===== src/hdl/fbpll_pkg.sv =====
package fbpll_pkg;
   localparam int BOOT_W = 4;
   localparam int EBM_W = 3;
   localparam int MS_W = 3;
   localparam int PLL_MULTIPLIER_FIELD_W = 5;
   localparam int DIV_W = 5;
   // Boot source codes
   localparam logic [BOOT_W-1:0] BOOT_EMU = 4'h0;
   localparam logic [BOOT_W-1:0] BOOT_SRC_1 = 4'h1;
   localparam logic [BOOT_W-1:0] BOOT_SRC_3 = 4'h3;
   localparam logic [BOOT_W-1:0] BOOT_DIRECT_EXT = 4'h4;
   localparam logic [BOOT_W-1:0] BOOT_EXT_NOAIS = 4'h9;
   localparam logic [BOOT_W-1:0] BOOT_I2C = 4'h5;
   localparam logic [BOOT_W-1:0] BOOT_SPI16 = 4'h6;
   localparam logic [BOOT_W-1:0] BOOT_NAND = 4'h7;
   localparam logic [BOOT_W-1:0] BOOT_SPI24 = 4'hF;
   localparam logic [EBM_W-1:0] EBM_FIXED = 3'h1;
   // Multiplier field values
   localparam logic [PLL_MULTIPLIER_FIELD_W-1:0] PLL_MULTIPLIER_FIELD_X27 = 5'h1A;
   localparam logic [PLL_MULTIPLIER_FIELD_W-1:0] PLL_MULTIPLIER_FIELD_X15 = 5'h0E;
   localparam logic [PLL_MULTIPLIER_FIELD_W-1:0] PLL_MULTIPLIER_FIELD_X20 = 5'h13;
   localparam logic [PLL_MULTIPLIER_FIELD_W-1:0] PLL_MULTIPLIER_FIELD_X16 = 5'h0F;
   localparam logic [PLL_MULTIPLIER_FIELD_W-1:0] PLL_MULTIPLIER_FIELD_X18 = 5'h11;
   localparam logic [PLL_MULTIPLIER_FIELD_W-1:0] PLL_MULTIPLIER_FIELD_X22 = 5'h15;
   localparam logic [PLL_MULTIPLIER_FIELD_W-1:0] PLL_MULTIPLIER_FIELD_X25 = 5'h18;
   localparam logic [PLL_MULTIPLIER_FIELD_W-1:0] PLL_MULTIPLIER_FIELD_X30 = 5'h1D;
   localparam logic [PLL_MULTIPLIER_FIELD_W-1:0] PLL_MULTIPLIER_FIELD_RESET = 5'h00;
   localparam logic [DIV_W-1:0] DIV_BY2 = 5'h01;
   localparam logic [DIV_W-1:0] DIV_BY1 = 5'h00;
   localparam int EEPROM_ADDR_BITS = 16;
   localparam int SPI_DATA_BITS = 8;
   localparam int FLASH_CS_INDEX = 2;
   localparam logic [4:0] EEPROM_ADDR_BITS_V = 5'h10;
   localparam logic [3:0] SPI_DATA_BITS_V = 4'h8;
   localparam logic [1:0] FLASH_CS_V = 2'h2;
   typedef enum logic [1:0] {
      FBP_IDLE,
      FBP_LATCH,
      FBP_APPLY,
      FBP_HOLD
   } fbp_state_t;
endpackage : fbpll_pkg


===== src/hdl/fbpll_select.sv =====
`timescale 1ns/1ns
module fbpll_select
   import fbpll_pkg::*;
(
   input wire logic clock,
   input wire logic srst,
   input wire logic [fbpll_pkg::BOOT_W-1:0] boot_source_strap,
   input wire logic host_bus_enable_strap,
   input wire logic [fbpll_pkg::EBM_W-1:0] ext_bus_mode_strap,
   input wire logic [fbpll_pkg::MS_W-1:0] multiplier_select_strap,
   input wire logic fast_start_strap,
   output logic [fbpll_pkg::BOOT_W-1:0] boot_config_latch,
   output logic [fbpll_pkg::PLL_MULTIPLIER_FIELD_W-1:0] pll_multiplier_field,
   output logic [fbpll_pkg::DIV_W-1:0] core_clock_divider,
   output logic pll_bypass,
   output logic pll_program,
   output logic cache_disable,
   output logic emulation_idle,
   output logic boot_continue,
   output logic [4:0] eeprom_addr_bits,
   output logic [3:0] spi_data_bits,
   output logic [1:0] flash_chip_select
);
   import fbpll_pkg::*;

   fbp_state_t state_q;
   logic [BOOT_W-1:0] boot_q;
   logic hbe_q;
   logic [EBM_W-1:0] ebm_q;
   logic [MS_W-1:0] ms_q;
   logic fast_q;
   logic [PLL_MULTIPLIER_FIELD_W-1:0] lut_pll_multiplier_field;
   logic [PLL_MULTIPLIER_FIELD_W-1:0] pll_multiplier_field_q;
   logic [DIV_W-1:0] div_q;
   logic bypass_q;
   logic prog_q;
   logic cache_dis_q;
   logic emu_q;
   logic cont_q;
   logic [4:0] ee_q;
   logic [3:0] spi_q;
   logic [1:0] cs_q;

   function automatic logic is_direct(input logic [BOOT_W-1:0] src,
                                      input logic fast);
      // Direct external boot never runs the loader
      is_direct = (src == BOOT_DIRECT_EXT && !fast) ||
                  (src == BOOT_EXT_NOAIS && fast);
   endfunction : is_direct

   // Straps caught once at the first clock after reset release
   always_ff @(posedge clock) begin
      if (srst) begin
         state_q <= FBP_IDLE;
      end else begin
         case (state_q)
            FBP_IDLE: state_q <= FBP_LATCH;
            FBP_LATCH: state_q <= FBP_APPLY;
            FBP_APPLY: state_q <= FBP_HOLD;
            FBP_HOLD: state_q <= FBP_HOLD;
            default: state_q <= FBP_IDLE;
         endcase
      end
   end

   always_ff @(posedge clock) begin
      if (srst) begin
         boot_q <= BOOT_EMU;
         hbe_q <= 1'b0;
         ebm_q <= '0;
         ms_q <= '0;
         fast_q <= 1'b0;
      end else if (state_q == FBP_IDLE) begin
         boot_q <= boot_source_strap;
         hbe_q <= host_bus_enable_strap;
         ebm_q <= ext_bus_mode_strap;
         ms_q <= multiplier_select_strap;
         fast_q <= fast_start_strap;
      end
   end

   fbpll_mult_lut fbpll_mult_lut_i (
      .boot_source(boot_q),
      .host_bus_enable_strap(hbe_q),
      .ext_bus_mode_strap(ebm_q),
      .multiplier_select_strap(ms_q),
      .pll_multiplier_field(lut_pll_multiplier_field)
   );

   // PLL settings applied once, then frozen
   always_ff @(posedge clock) begin
      if (srst) begin
         pll_multiplier_field_q <= PLL_MULTIPLIER_FIELD_RESET;
         div_q <= DIV_BY1;
         bypass_q <= 1'b1;
         prog_q <= 1'b0;
      end else if (state_q == FBP_LATCH) begin
         if (fast_q && boot_q != BOOT_EMU) begin
            pll_multiplier_field_q <= lut_pll_multiplier_field;
            div_q <= DIV_BY2;
            bypass_q <= 1'b0;
            prog_q <= 1'b1;
         end else begin
            pll_multiplier_field_q <= PLL_MULTIPLIER_FIELD_RESET;
            div_q <= DIV_BY1;
            bypass_q <= 1'b1;
            prog_q <= 1'b0;
         end
      end else begin
         prog_q <= 1'b0;
      end
   end

   // Boot resumes only after PLL settings are in place
   always_ff @(posedge clock) begin
      if (srst) begin
         cont_q <= 1'b0;
         emu_q <= 1'b0;
         cache_dis_q <= 1'b0;
      end else if (state_q == FBP_APPLY) begin
         cont_q <= boot_q != BOOT_EMU;
         emu_q <= boot_q == BOOT_EMU;
         cache_dis_q <= !is_direct(boot_q, fast_q);
      end
   end

   // Peripheral limits of the loader, constant by design
   always_ff @(posedge clock) begin
      if (srst) begin
         ee_q <= EEPROM_ADDR_BITS_V;
         spi_q <= SPI_DATA_BITS_V;
         cs_q <= FLASH_CS_V;
      end else begin
         ee_q <= EEPROM_ADDR_BITS_V;
         spi_q <= SPI_DATA_BITS_V;
         cs_q <= FLASH_CS_V;
      end
   end

   assign boot_config_latch = boot_q;
   assign pll_multiplier_field = pll_multiplier_field_q;
   assign core_clock_divider = div_q;
   assign pll_bypass = bypass_q;
   assign pll_program = prog_q;
   assign cache_disable = cache_dis_q;
   assign emulation_idle = emu_q;
   assign boot_continue = cont_q;
   assign eeprom_addr_bits = ee_q;
   assign spi_data_bits = spi_q;
   assign flash_chip_select = cs_q;
endmodule : fbpll_select


===== src/hdl/fbpll_mult_lut.sv =====
`timescale 1ns/1ns
module fbpll_mult_lut
   import fbpll_pkg::*;
(
   input wire logic [fbpll_pkg::BOOT_W-1:0] boot_source,
   input wire logic host_bus_enable_strap,
   input wire logic [fbpll_pkg::EBM_W-1:0] ext_bus_mode_strap,
   input wire logic [fbpll_pkg::MS_W-1:0] multiplier_select_strap,
   output logic [fbpll_pkg::PLL_MULTIPLIER_FIELD_W-1:0] pll_multiplier_field
);
   // No range check: the board owns legal choices
   always_comb begin
      if (ext_bus_mode_strap == EBM_FIXED) begin
         if (boot_source == BOOT_SRC_1 && !host_bus_enable_strap) begin
            pll_multiplier_field = PLL_MULTIPLIER_FIELD_X27;
         end else if (boot_source == BOOT_SRC_3 &&
                      !host_bus_enable_strap) begin
            pll_multiplier_field = PLL_MULTIPLIER_FIELD_X15;
         end else begin
            pll_multiplier_field = PLL_MULTIPLIER_FIELD_X20;
         end
      end else begin
         case (multiplier_select_strap)
            3'h0: pll_multiplier_field = PLL_MULTIPLIER_FIELD_X20;
            3'h1: pll_multiplier_field = PLL_MULTIPLIER_FIELD_X15;
            3'h2: pll_multiplier_field = PLL_MULTIPLIER_FIELD_X16;
            3'h3: pll_multiplier_field = PLL_MULTIPLIER_FIELD_X18;
            3'h4: pll_multiplier_field = PLL_MULTIPLIER_FIELD_X22;
            3'h5: pll_multiplier_field = PLL_MULTIPLIER_FIELD_X25;
            3'h6: pll_multiplier_field = PLL_MULTIPLIER_FIELD_X27;
            default: pll_multiplier_field = PLL_MULTIPLIER_FIELD_X30;
         endcase
      end
   end
endmodule : fbpll_mult_lut


===== config.mk =====
export PLATFORM = sky130hd
export DESIGN_NAME = fbpll_select
export DESIGN_NICKNAME = d
export VERILOG_FILES = /design/src/hdl/fbpll_pkg.sv /design/src/hdl/fbpll_select.sv /design/src/hdl/fbpll_mult_lut.sv
export SDC_FILE = /design/constraint.sdc
export NUM_CORES = 1
export LEC_CHECK = 0
export BUFFER_PORTS_ARGS = -buffer_cell sky130_fd_sc_hd__buf_2
export CAP_MARGIN = 30
export CORE_MARGIN = 2
export CORE_UTILIZATION = 42
export DETAILED_ROUTE_END_ITERATION = 10
export GPL_ROUTABILITY_DRIVEN = 0
export PLACE_DENSITY = 0.76
export SKIP_CTS_REPAIR_TIMING = 1
export SLEW_MARGIN = 30
export SYNTH_ARGS = -nofsm -noshare
export SYNTH_HDL_FRONTEND = slang
export SYNTH_SLANG_ARGS = --single-unit

===== constraint.sdc =====
create_clock -name clock -period 1.6 [get_ports clock]
set_clock_uncertainty 0.2 [all_clocks]
set_input_delay 0.32 -clock clock [delete_from_list [all_inputs] [get_ports clock]]
set_output_delay 0.32 -clock clock [all_outputs]
set_load 0.03 [all_outputs]

## Word level (Yosys, flattened, before mapping)

Index checks and enable logic that the tools add are counted.

- Register bits after elaboration: 29
- Latch bits: 0
- Bits in writable memories: 0
- Bits in read-only memories: 0
- Bits of input ports: 14
- Output and inout port bits: 30
- Word-level logic and storage cells: 52
- Memories: 0

- $add $sub $neg: 0
- Multiply operators: 0
- Div/mod/pow operators: 0
- Magnitude comparators: 0
- Equality and inequality tests: 14
- Shift-type cells: 0
- Muxes and demuxes: 9
- Bitwise operators: 1
- Reductions and logical operators: 15

Operator list:

| kind | count |
|---|---|
| one-hot mux 5 bit (7 select lines) | 1 |
| 2-to-1 mux 5 bit | 4 |
| == test 3 bit, second input constant | 3 |
| == test 3 x 1 -> 1 bit, second input constant | 2 |
| == test 3 x 2 -> 1 bit, second input constant | 2 |
| one-hot mux 2 bit (3 select lines) | 1 |
| logical AND 1 bit | 5 |
| == test 2 bit, second input constant | 2 |
| == test 4 x 1 -> 1 bit, second input constant | 1 |
| == test 4 x 2 -> 1 bit, second input constant | 1 |
| == test 4 x 3 -> 1 bit, second input constant | 1 |
| == test 4 bit, second input constant | 1 |
| logical NOT 4 bit | 1 |
| nonzero test 4 bit | 1 |
| OR reduction 2 bit | 2 |
| logical NOT 1 bit | 3 |
| logical NOT 3 bit | 1 |
| 2-to-1 mux 1 bit | 3 |
| == test 2 x 1 -> 1 bit, second input constant | 1 |
| logical NOT 2 bit | 1 |
| logical OR 1 bit | 1 |
| NOT 1 bit | 1 |

## Longest topological paths before layout

Gate-level depths: netlist of run 1.

- Depth after elaboration: 6
- Depth in mapped cells: 4
- Mapped depth without buffers: 4

## Modules after synthesis

A second synthesis of run 1 with hierarchy kept.

- Cell total of the unflattened synthesis: 125
- Area, all modules: 1,132.3 µm²

By module, submodules not included:

| module | instances | cells each | area each (µm²) | seq. area each (µm²) |
|---|---|---|---|---|
| fbpll_select | 1 | 108 | 992.2 | 500.5 |
| fbpll_mult_lut | 1 | 17 | 140.1 | 0.0 |

## Least setup slack after synthesis of run 1

Ideal clock, no wire load.

- Kind: register to register
- Start: register boot_q[2], in the netlist boot_config_latch[2]
- End: register cache_dis_q, in the netlist cache_disable
- Setup time: 0.131 ns
- Data arrival time: 1.374 ns
- Required time: 1.269 ns
- Slack: -0.105 ns
- Stages on the path, launching flop included: 4
- Buffers on the path: 0
- Clock period less this slack: 1.705 ns
- Path through: dfxtp_1 > or4b_2 > a21oi_1 > a21oi_1

- Word-level cells in the longest chain between the ends: 4
- Elaborated cells between the ends (all ways): 6
- Classes of those cells: eq/ne (2); reduce/logical (4)

Ends and longest elaborated chain:

| what | RTL line | text |
|---|---|---|
| from (decl) | fbpll_select.sv:27 | `logic [BOOT_W-1:0] boot_q;` |
| from (signal assigned) | fbpll_select.sv:74 | `boot_q <= boot_source_strap;` |
| == test 4 x 3 -> 1 bit or == test 4 bit (tied branches) | fbpll_select.sv:47, fbpll_select.sv:48 |  |
| logical AND 1 bit, on equally long branches | fbpll_select.sv:47, fbpll_select.sv:48 |  |
| logical OR 1 bit (*) | fbpll_select.sv:47 | `is_direct = (src == BOOT_DIRECT_EXT && !fast) \|\|` |
| logical NOT 1 bit (*) | fbpll_select.sv:123 | `cache_dis_q <= !is_direct(boot_q, fast_q);` |
| to (signal assigned) | fbpll_select.sv:123 |  |
| to (decl) | fbpll_select.sv:37 | `logic cache_dis_q;` |

Mark *: on every way between the ends. The rest lies on a longest branch, timed or not.
A chain may end at the register's enable or synchronous reset.

## Worst setup path after layout of run 1

- Start: register boot_q[0], in the netlist boot_config_latch[0]
- End: register pll_multiplier_field_q[0], in the netlist pll_multiplier_field[0]

- Word-level cells in the longest chain between the ends: 6
- Elaborated cells between the ends (all ways): 10
- Classes of those cells: eq/ne (2); mux (4); reduce/logical (4)

Ends and longest elaborated chain:

| what | RTL line | text |
|---|---|---|
| == test 4 x 2 -> 1 bit | fbpll_mult_lut.sv:16 | `end else if (boot_source == BOOT_SRC_3 &&` |
| logical AND 1 bit | fbpll_mult_lut.sv:16 |  |
| 2-to-1 mux 5 bit | fbpll_mult_lut.sv:16 |  |
| 2-to-1 mux 5 bit | fbpll_mult_lut.sv:14 | `if (boot_source == BOOT_SRC_1 && !host_bus_enable_strap) begin` |
| 2-to-1 mux 5 bit | fbpll_mult_lut.sv:13 | `if (ext_bus_mode_strap == EBM_FIXED) begin` |
| 2-to-1 mux 5 bit (*) | fbpll_select.sv:98 | `if (fast_q && boot_q != BOOT_EMU) begin` |
| to (signal assigned) | fbpll_select.sv:99 | `pll_multiplier_field_q <= lut_pll_multiplier_field;` |
| to (decl) | fbpll_select.sv:33 | `logic [PLL_MULTIPLIER_FIELD_W-1:0] pll_multiplier_field_q;` |

Marks and branches as above.

==> results_dict.tcl, run 1 <==
set metrics [dict create \
    dr.pass1.iters 4 \
    yosysSeqAreaShare_pct 44.84 \
    grt_pass1_wl_um 3808 \
    routed_wl_um 2226 \
    cellLeakagePower_uw 0.0005941 \
    final_util_pct 51.80 \
    clockBufferDepth 2 \
    yosys_warnings 0 \
    fmax_ghz 0.6376 \
    drive_above_1_share_pct 31.65 \
    yosys-top-cells-area "dfxtp_1, buf_4, nand2_1, a21oi_1, a32o_1" \
    crit_type "reg -> reg" \
    grt_pass1_vias 854 \
    r2r_end "pll_multiplier_field[0]" \
    crit_arrival_ns 1.60 \
    hold_path.class "in -> reg" \
    setup_violations 0 \
    antennaDiodeCount 0 \
    fin_hold_ws_ns 0.01724 \
    fin_ws_ns 0.03159 \
    drtIter0Drc 10 \
    port_buffers 28 \
    cts_buffers 3 \
    drv_slew 0 \
    ant_nets 0 \
    antenna_found_initial 0 \
    syn_area_per_cell_um2 8.652 \
    core_um2 2500 \
    num_rows 18 \
    p_per_area_nw_per_um2 956.4 \
    dieHeight_um 55.55 \
    ios 44 \
    drc 0 \
    timing.rr.start "boot_config_latch[0]" \
    cts_tree "done" \
    critPathCapture "pll_multiplier_field[0]" \
    required_ns 1.63 \
    htreeDepth 1 \
    async_flop_share_pct 0 \
    overflow 0 \
    place_area_um2 1251 \
    start_util_pct 44.64 \
    dieWidth_um 55.55 \
    cts_root_buffer "clkbuf_4" \
    clock-sinks 25 \
    nets 173 \
    syn_area_um2 1116 \
    synth_top_flop_cell "dfxtp_1" \
    synth_seq_cells 25 \
    synth_commonest_cells "dfxtp_1, nand2_1, a21oi_1" \
    via_per_inst 4.941 \
    crit_path_end_kind "register" \
    startpoint_type "register" \
    period_needed_ns 1.568 \
    period_share_pct 98.03 \
    vias 929 \
    grt_usage_pct 15.45 \
    synthCells 129 \
    worst-path-max-fanout 7 \
    regToRegSetupSlack_ns 0.03 \
    area_growth_syn_to_layout_pct 16.03 \
    maxCapViolCount 0 \
    place_ws_ns 0.02868 \
    clkSlewWorstSetupHoldPaths_ns 0.13 \
    status "completed" \
    wire_per_inst_um 11.84 \
    dp_hpwl_um 1706 \
    ys_types 36 \
    dieArea_um2 3086 \
    rr_worst_depth 4 \
    yosys.area.top_type "dfxtp_1" \
    synth_top_cell_area_share_pct 44.84 \
    grt_max_degree 16 \
    crit_path_start "boot_config_latch[0]" \
    rsz0062_at_grt "yes" \
    stdcell_area_um2 1295 \
    synth_edf_count 0 \
    hold_viol 0 \
    insertion_delay_ns 0.32 \
    vdd.ir_drop.worst_v 0.0007091 \
]
cells by family after synthesis:
logic type	count (synthesis)	synth area share (%)
buffers and inverters	23	13.12
muxes	2	1.794
DFF	25	44.84
and+or+nand+nor	49	23.66
AOI/OAI and AO/OA	26	14.35
other	2	0.6729
xor gates and xnor gates	2	1.570
worst min path at each step:
stage,start,endpoint,depth (start not counted)
detailed placement,pll_bypass,pll_bypass,2
finish,fast_start_strap,fast_q,3
global placement,pll_bypass,pll_bypass,2
global route,ext_bus_mode_strap[0],ebm_q[0],3
CTS,boot_source_strap[2],boot_config_latch[2],3
floorplan,srst,ebm_q[2],1
placed cells by master, fill, tap and decap left out, types with 2 or more instances in the layout:
| cell type | count |
|---|---|
| a32o_1 | 2 |
| nand2b_1 | 2 |
| buf_4 | 4 |
| nand3_1 | 3 |
| conb_1 | 15 |
| dfxtp_4 | 2 |
| clkbuf_4 | 3 |
| mux2i_1 | 2 |
| a21oi_1 | 15 |
| buf_2 | 28 |
| nor2_1 | 4 |
| a21o_1 | 2 |
| dfxtp_2 | 4 |
| nand3b_1 | 2 |
| nand2_1 | 25 |
| dfxtp_1 | 19 |
| o21ai_0 | 2 |
| inv_1 | 2 |
worst max-delay path: stages, from the launching register on:
cell and delay [ns]:
dfxtp_4 0.38, or4_4 0.54, nand2_4 0.11, inv_4 0.04, a32o_1 0.20
where the power goes:
group          switching (µW)  total [µW]  internal (µW)
Clock                     180         278           97.6
Combinational             175         264           88.6
Sequential               35.8         697            661
flip-flops by register name (all words and copies together) (netlist names), 2 cells and up:
signal / count
ebm_q: 3
ms_q: 3
pll_multiplier_field: 5
boot_config_latch: 4
state_q: 2
area by class of cell:
class	instances	area (µm²)
sequential	25	513.0
clock buffer	4	26.28
fill	242	1205
tap	30	37.54
multi-input combinational	94	534.3
timing repair buffer	32	170.2
inverter	3	13.76
metrics by stage:
| step | TNS (ns) | instances | power, µW |
|---|---|---|---|
| CTS | 0 | 188 | 1249 |
| floorplan | 0 | 142 | 927.5 |
| detailed placement | 0 | 184 | 970.4 |
| finish | 0 | 188 | 1238 |
| global placement | 0 | 184 | 961.9 |
| global route | -0.02763 | 188 | 1310 |
per-layer routing:
| layer | vias up | wire length [µm] | GRT usage, % |
|---|---|---|---|
| met5 | - | 0 | 0 |
| met1 | 430 | 935 | 18.44 |
| met4 | 0 | 33 | 5.226 |
| li1 | 469 | - | - |
| met3 | 4 | 114 | 4.450 |
| met2 | 26 | 1142 | 26.36 |
Power figures use the tool's default switching activity.
==> inputs of run 2 (changes only) <==
--- a/config.mk
+++ b/config.mk
@@ -8,10 +8,11 @@
 export BUFFER_PORTS_ARGS = -buffer_cell sky130_fd_sc_hd__buf_2
 export CAP_MARGIN = 30
 export CORE_MARGIN = 2
-export CORE_UTILIZATION = 42
+export CORE_UTILIZATION = 44
+export CTS_BUF_LIST = sky130_fd_sc_hd__clkbuf_4 sky130_fd_sc_hd__clkbuf_8
 export DETAILED_ROUTE_END_ITERATION = 10
 export GPL_ROUTABILITY_DRIVEN = 0
-export PLACE_DENSITY = 0.76
+export PLACE_DENSITY = 0.79
 export SKIP_CTS_REPAIR_TIMING = 1
 export SLEW_MARGIN = 30
 export SYNTH_ARGS = -nofsm -noshare
==> run 2 against run 1 <==
- cell count is 2.7% higher
- register-to-register slack worse by 0.02 ns
- design area is 2.6% higher
- die area is 4.2% lower
- first-iteration DRC count is 10% lower
- largest power group unchanged
- sequential share of layout area is 1.1 points lower
- critical endpoint is now pll_multiplier_field[4]
- combinational power is 5% higher
- via count is 0.75% higher
- global-route usage is 0.94 points higher
- worst hold slack better by 0.0031 ns
==> results_dict.tcl, run 2 (synthesized netlist as in run 1, its figures left out) <==
set metrics [dict create \
    status "completed" \
    ant_nets 0 \
    dieHeight_um 54.37 \
    vias 936 \
    dp_hpwl_um 1663 \
    vdd.ir_drop.worst_v 0.0008085 \
    crit_path_end_kind "register" \
    cts_root_buffer "clkbuf_4" \
    via_per_inst 4.850 \
    dieWidth_um 54.37 \
    routed_wl_um 2199 \
    dieArea_um2 2956 \
    hold_viol 0 \
    fmax_ghz 0.6314 \
    drtIter0Drc 9 \
    dr.pass1.iters 4 \
    cp_cell_sequence "or4_4 -> nand2_4 -> inv_4 -> a32o_1" \
    core_um2 2432 \
    grt_usage_pct 16.39 \
    setup_violations 0 \
    rsz0062_at_grt "yes" \
    final_common_cell "buf_2" \
    antennaDiodeCount 0 \
    ios 44 \
    overflow 0 \
    area_growth_syn_to_layout_pct 19.06 \
    nets 178 \
    worst-path-max-fanout 5 \
    port_buffers 28 \
    drv_slew 0 \
    insertion_delay_ns 0.31 \
    mostFrequentLayoutCells "buf_2, nand2_1, dfxtp_1" \
    clkSlewWorstSetupHoldPaths_ns 0.13 \
    num_rows 18 \
    max_stage_delay_ns 0.54 \
    cellLeakagePower_uw 0.0006247 \
    instances_no_fill 193 \
    clockBufferDepth 2 \
    grt_pass1_wl_um 3491 \
    crit_type "reg -> reg" \
    start_util_pct 45.88 \
    required_ns 1.61 \
    p_per_area_nw_per_um2 943.7 \
    clock-sinks 25 \
    period_needed_ns 1.584 \
    crit_arrival_ns 1.59 \
    period_share_pct 98.98 \
    maxCapViolCount 0 \
    grt_max_degree 15 \
    drc 0 \
    fin_hold_ws_ns 0.02033 \
    drive_above_1_share_pct 33.74 \
    wire_per_inst_um 11.39 \
    hold_path.class "in -> reg" \
    dp_cells 185 \
    cts_tree "done" \
    htreeDepth 1 \
    cts_buffers 3 \
    startpoint_type "register" \
    grt_pass1_vias 836 \
    cp_slowest_cell "or4_4" \
    antenna_found_initial 0 \
    largest_reg_flops 5 \
]
-- run 2: cell count changes in the layout (fill, tap and decap cells not counted), sizes merged --
cell / delta
buf: +5
-- run 2: final cells by class --
class                           instances  area [µm²]
Fill cell                             236        1104
Clock buffer                            4       30.03
Sequential cell                        25       511.7
Multi-Input combinational cell         94       528.0
Tap cell                               30       37.54
Inverter                                3       13.76
Timing Repair Buffer                   37       207.7
-- run 2: final timing paths --
kind	start	endpoint	slack (ns)	depth (start not counted)
max	boot_config_latch[0]	pll_multiplier_field[4]	0.02	4
max reg2reg	boot_config_latch[0]	pll_multiplier_field[4]	0.02	4
min	boot_source_strap[0]	boot_config_latch[0]	0.02	3
min reg2reg	pll_bypass	pll_bypass	0.26	2
-- run 2: metal layers --
layer  wire (µm)  global-route usage, %
met4           0                  2.500
met2        1116                  27.31
met3         128                  5.738
met5           0                      0
met1         954                  20.74
-- run 2: where the power goes --
part,switching (µW),total (µW),internal [µW]
Sequential,30.1,690,660
Clock,172,286,114
Combinational,181,278,96.1
Total,383,1250,870
-- run 2: critical path: cells and delay by family (launching register included) --
kind | cells | cell delay, ns
AO/OA/AOI/OAI | 1 | 0.22
buffers and inverters | 1 | 0.05
flip-flops | 1 | 0.37
AND/OR/NAND/NOR | 2 | 0.65
-- run 2: metrics by stage --
step	setup WS, ns	area [µm²]	util [%]	power, µW	TNS, ns
floorplan	0.01210	1176	-	927.5	0
global placement	0.06315	1259	51.75	963.1	0
detailed placement	0.03748	1259	51.75	972.4	0
CTS	0.008535	1289	52.98	1254	0
global route	-0.03279	1329	54.63	1325	-0.06673
finish	0.01629	1329	54.63	1254	0
==> inputs of run 3 (changes only) <==
==> constraint.sdc (replaced) <==
create_clock -name clock -period 1.6 [get_ports clock]
set_clock_uncertainty 0.2 [all_clocks]
set_input_delay 0.16 -clock clock [delete_from_list [all_inputs] [get_ports clock]]
set_output_delay 0.16 -clock clock [all_outputs]
set_load 0.03 [all_outputs]
==> run 3 against run 2 <==
- first-iteration DRC count rose by 78%
- worst hold slack better by 0.0062 ns
- wire length grew 9.8%
- flip-flop and latch count did not move
- critical path type unchanged
- critical endpoint unchanged
- largest power group unchanged
==> results_dict.tcl, run 3 (synthesized netlist as in run 1, its figures left out) <==
set metrics [dict create \
    multi_input_area_um2 534.3 \
    grt_usage_pct 15.76 \
    grt_pass1_vias 813 \
    num_rows 18 \
    cts_buffers 3 \
    antenna_found_initial 0 \
    fin_hold_ws_ns 0.02650 \
    nets 187 \
    htreeDepth 1 \
    overflow 0 \
    clkSlewWorstSetupHoldPaths_ns 0.14 \
    drive_above_1_share_pct 30.23 \
    vias 996 \
    timing.rr.start "boot_config_latch[3]" \
    ios 44 \
    setup_violations 0 \
    clock-sinks 25 \
    regToRegSetupSlack_ns 0.04 \
    core_um2 2432 \
    dp_hpwl_um 1665 \
    wire_per_inst_um 11.96 \
    clockBufferDepth 2 \
    cts_root_buffer "clkbuf_4" \
    fin_ws_ns 0.03820 \
    maxCapViolCount 0 \
    p_per_area_nw_per_um2 893.4 \
    area_growth_syn_to_layout_pct 27.91 \
    max_stage_delay_ns 0.56 \
    rr_worst_depth 4 \
    worst-path-max-fanout 5 \
    ant_nets 0 \
    routed_wl_um 2415 \
    drc 0 \
    dp_cells 185 \
    final_common_cell "buf_2" \
    vdd.ir_drop.worst_v 0.0006724 \
    period_needed_ns 1.562 \
    dieHeight_um 54.37 \
    cts_tree "done" \
    via_per_inst 4.931 \
    critPathCapture "pll_multiplier_field[4]" \
    hold_path.class "in -> reg" \
    dr.pass1.iters 4 \
    dieWidth_um 54.37 \
    startpoint_type "register" \
    nFillCells 209 \
    crit_path_start "boot_config_latch[3]" \
    holdPathStages 3 \
    cellLeakagePower_uw 0.0006528 \
    rsz0062_at_grt "no" \
    period_share_pct 97.61 \
    setup_tns_ns 0 \
    required_ns 1.63 \
    cp_cell_sequence "or4_4 -> nand2_4 -> inv_4 -> a32o_1" \
    instances_no_fill 202 \
    hold_viol 0 \
    ff_latch_area_um2 506.7 \
    antennaDiodeCount 0 \
    insertion_delay_ns 0.31 \
    crit_path_end_kind "register" \
    grt_pass1_wl_um 3381 \
    crit_arrival_ns 1.59 \
    dieArea_um2 2956 \
    r2r_end "pll_multiplier_field[4]" \
    grt_max_degree 16 \
    place_ws_ns 0.04101 \
    largest_reg_flops 5 \
    mostFrequentLayoutCells "buf_2, nand2_1, dfxtp_1" \
    port_buffers 28 \
    drtIter0Drc 16 \
    drv_slew 0 \
    crit_type "reg -> reg" \
    status "completed" \
    start_util_pct 45.88 \
    cp_slowest_cell "or4_4" \
    fmax_ghz 0.6403 \
]
[run 3: metrics by stage]
stage | instance area, µm² | power [µW] | util (%)
6_report | 1428 | 1275 | 58.69
5_1_grt | 1428 | 1336 | 58.69
4_1_cts | 1289 | 1253 | 52.98
3_5_place_dp | 1259 | 971.9 | 51.75
3_3_place_gp | 1259 | 962.4 | 51.75
2_1_floorplan | 1176 | 927.5 | -
[run 3: area by class of cell]
class,count,share of cell area [%]
Multi-Input combinational cell,94,37.42
Tap cell,30,2.629
Clock buffer,3,1.578
Clock inverter,1,0.5259
Timing Repair Buffer,46,21.38
Inverter,3,0.9641
Sequential cell,25,35.50
[run 3: critical path, delay by kind of cell, from the launching register on]
kind | cells | cell delay, ns
and+or+nand+nor | 2 | 0.67
DFF | 1 | 0.36
buffers and inverters | 1 | 0.04
AOI/OAI and AO/OA | 1 | 0.20
[run 3: worst min path at each step]
stage,endpoint,slack (ns),start
after CTS,ebm_q[1],-0.15,ext_bus_mode_strap[1]
final,boot_config_latch[2],0.03,srst
after global placement,boot_config_latch[1],0.19,boot_source_strap[1]
after global routing,fast_q,0.03,srst
after floorplan,ebm_q[2],0.03,srst
after detailed placement,boot_config_latch[1],0.20,boot_source_strap[1]
[run 3: power by group]
part	switching [µW]	internal, µW	leakage, µW	total, µW
registers	34.6	662	0.000207	696
clock network	188	95.3	0.0000139	283
logic	183	112	0.000432	296
[run 3: per-layer routing]
metal,track usage (%),vias up,routed length [µm]
met3,2.459,6,140
met1,18.89,447,989
met4,6.667,0,31
met2,27.71,41,1253
met5,0,-,0
li1,-,502,-
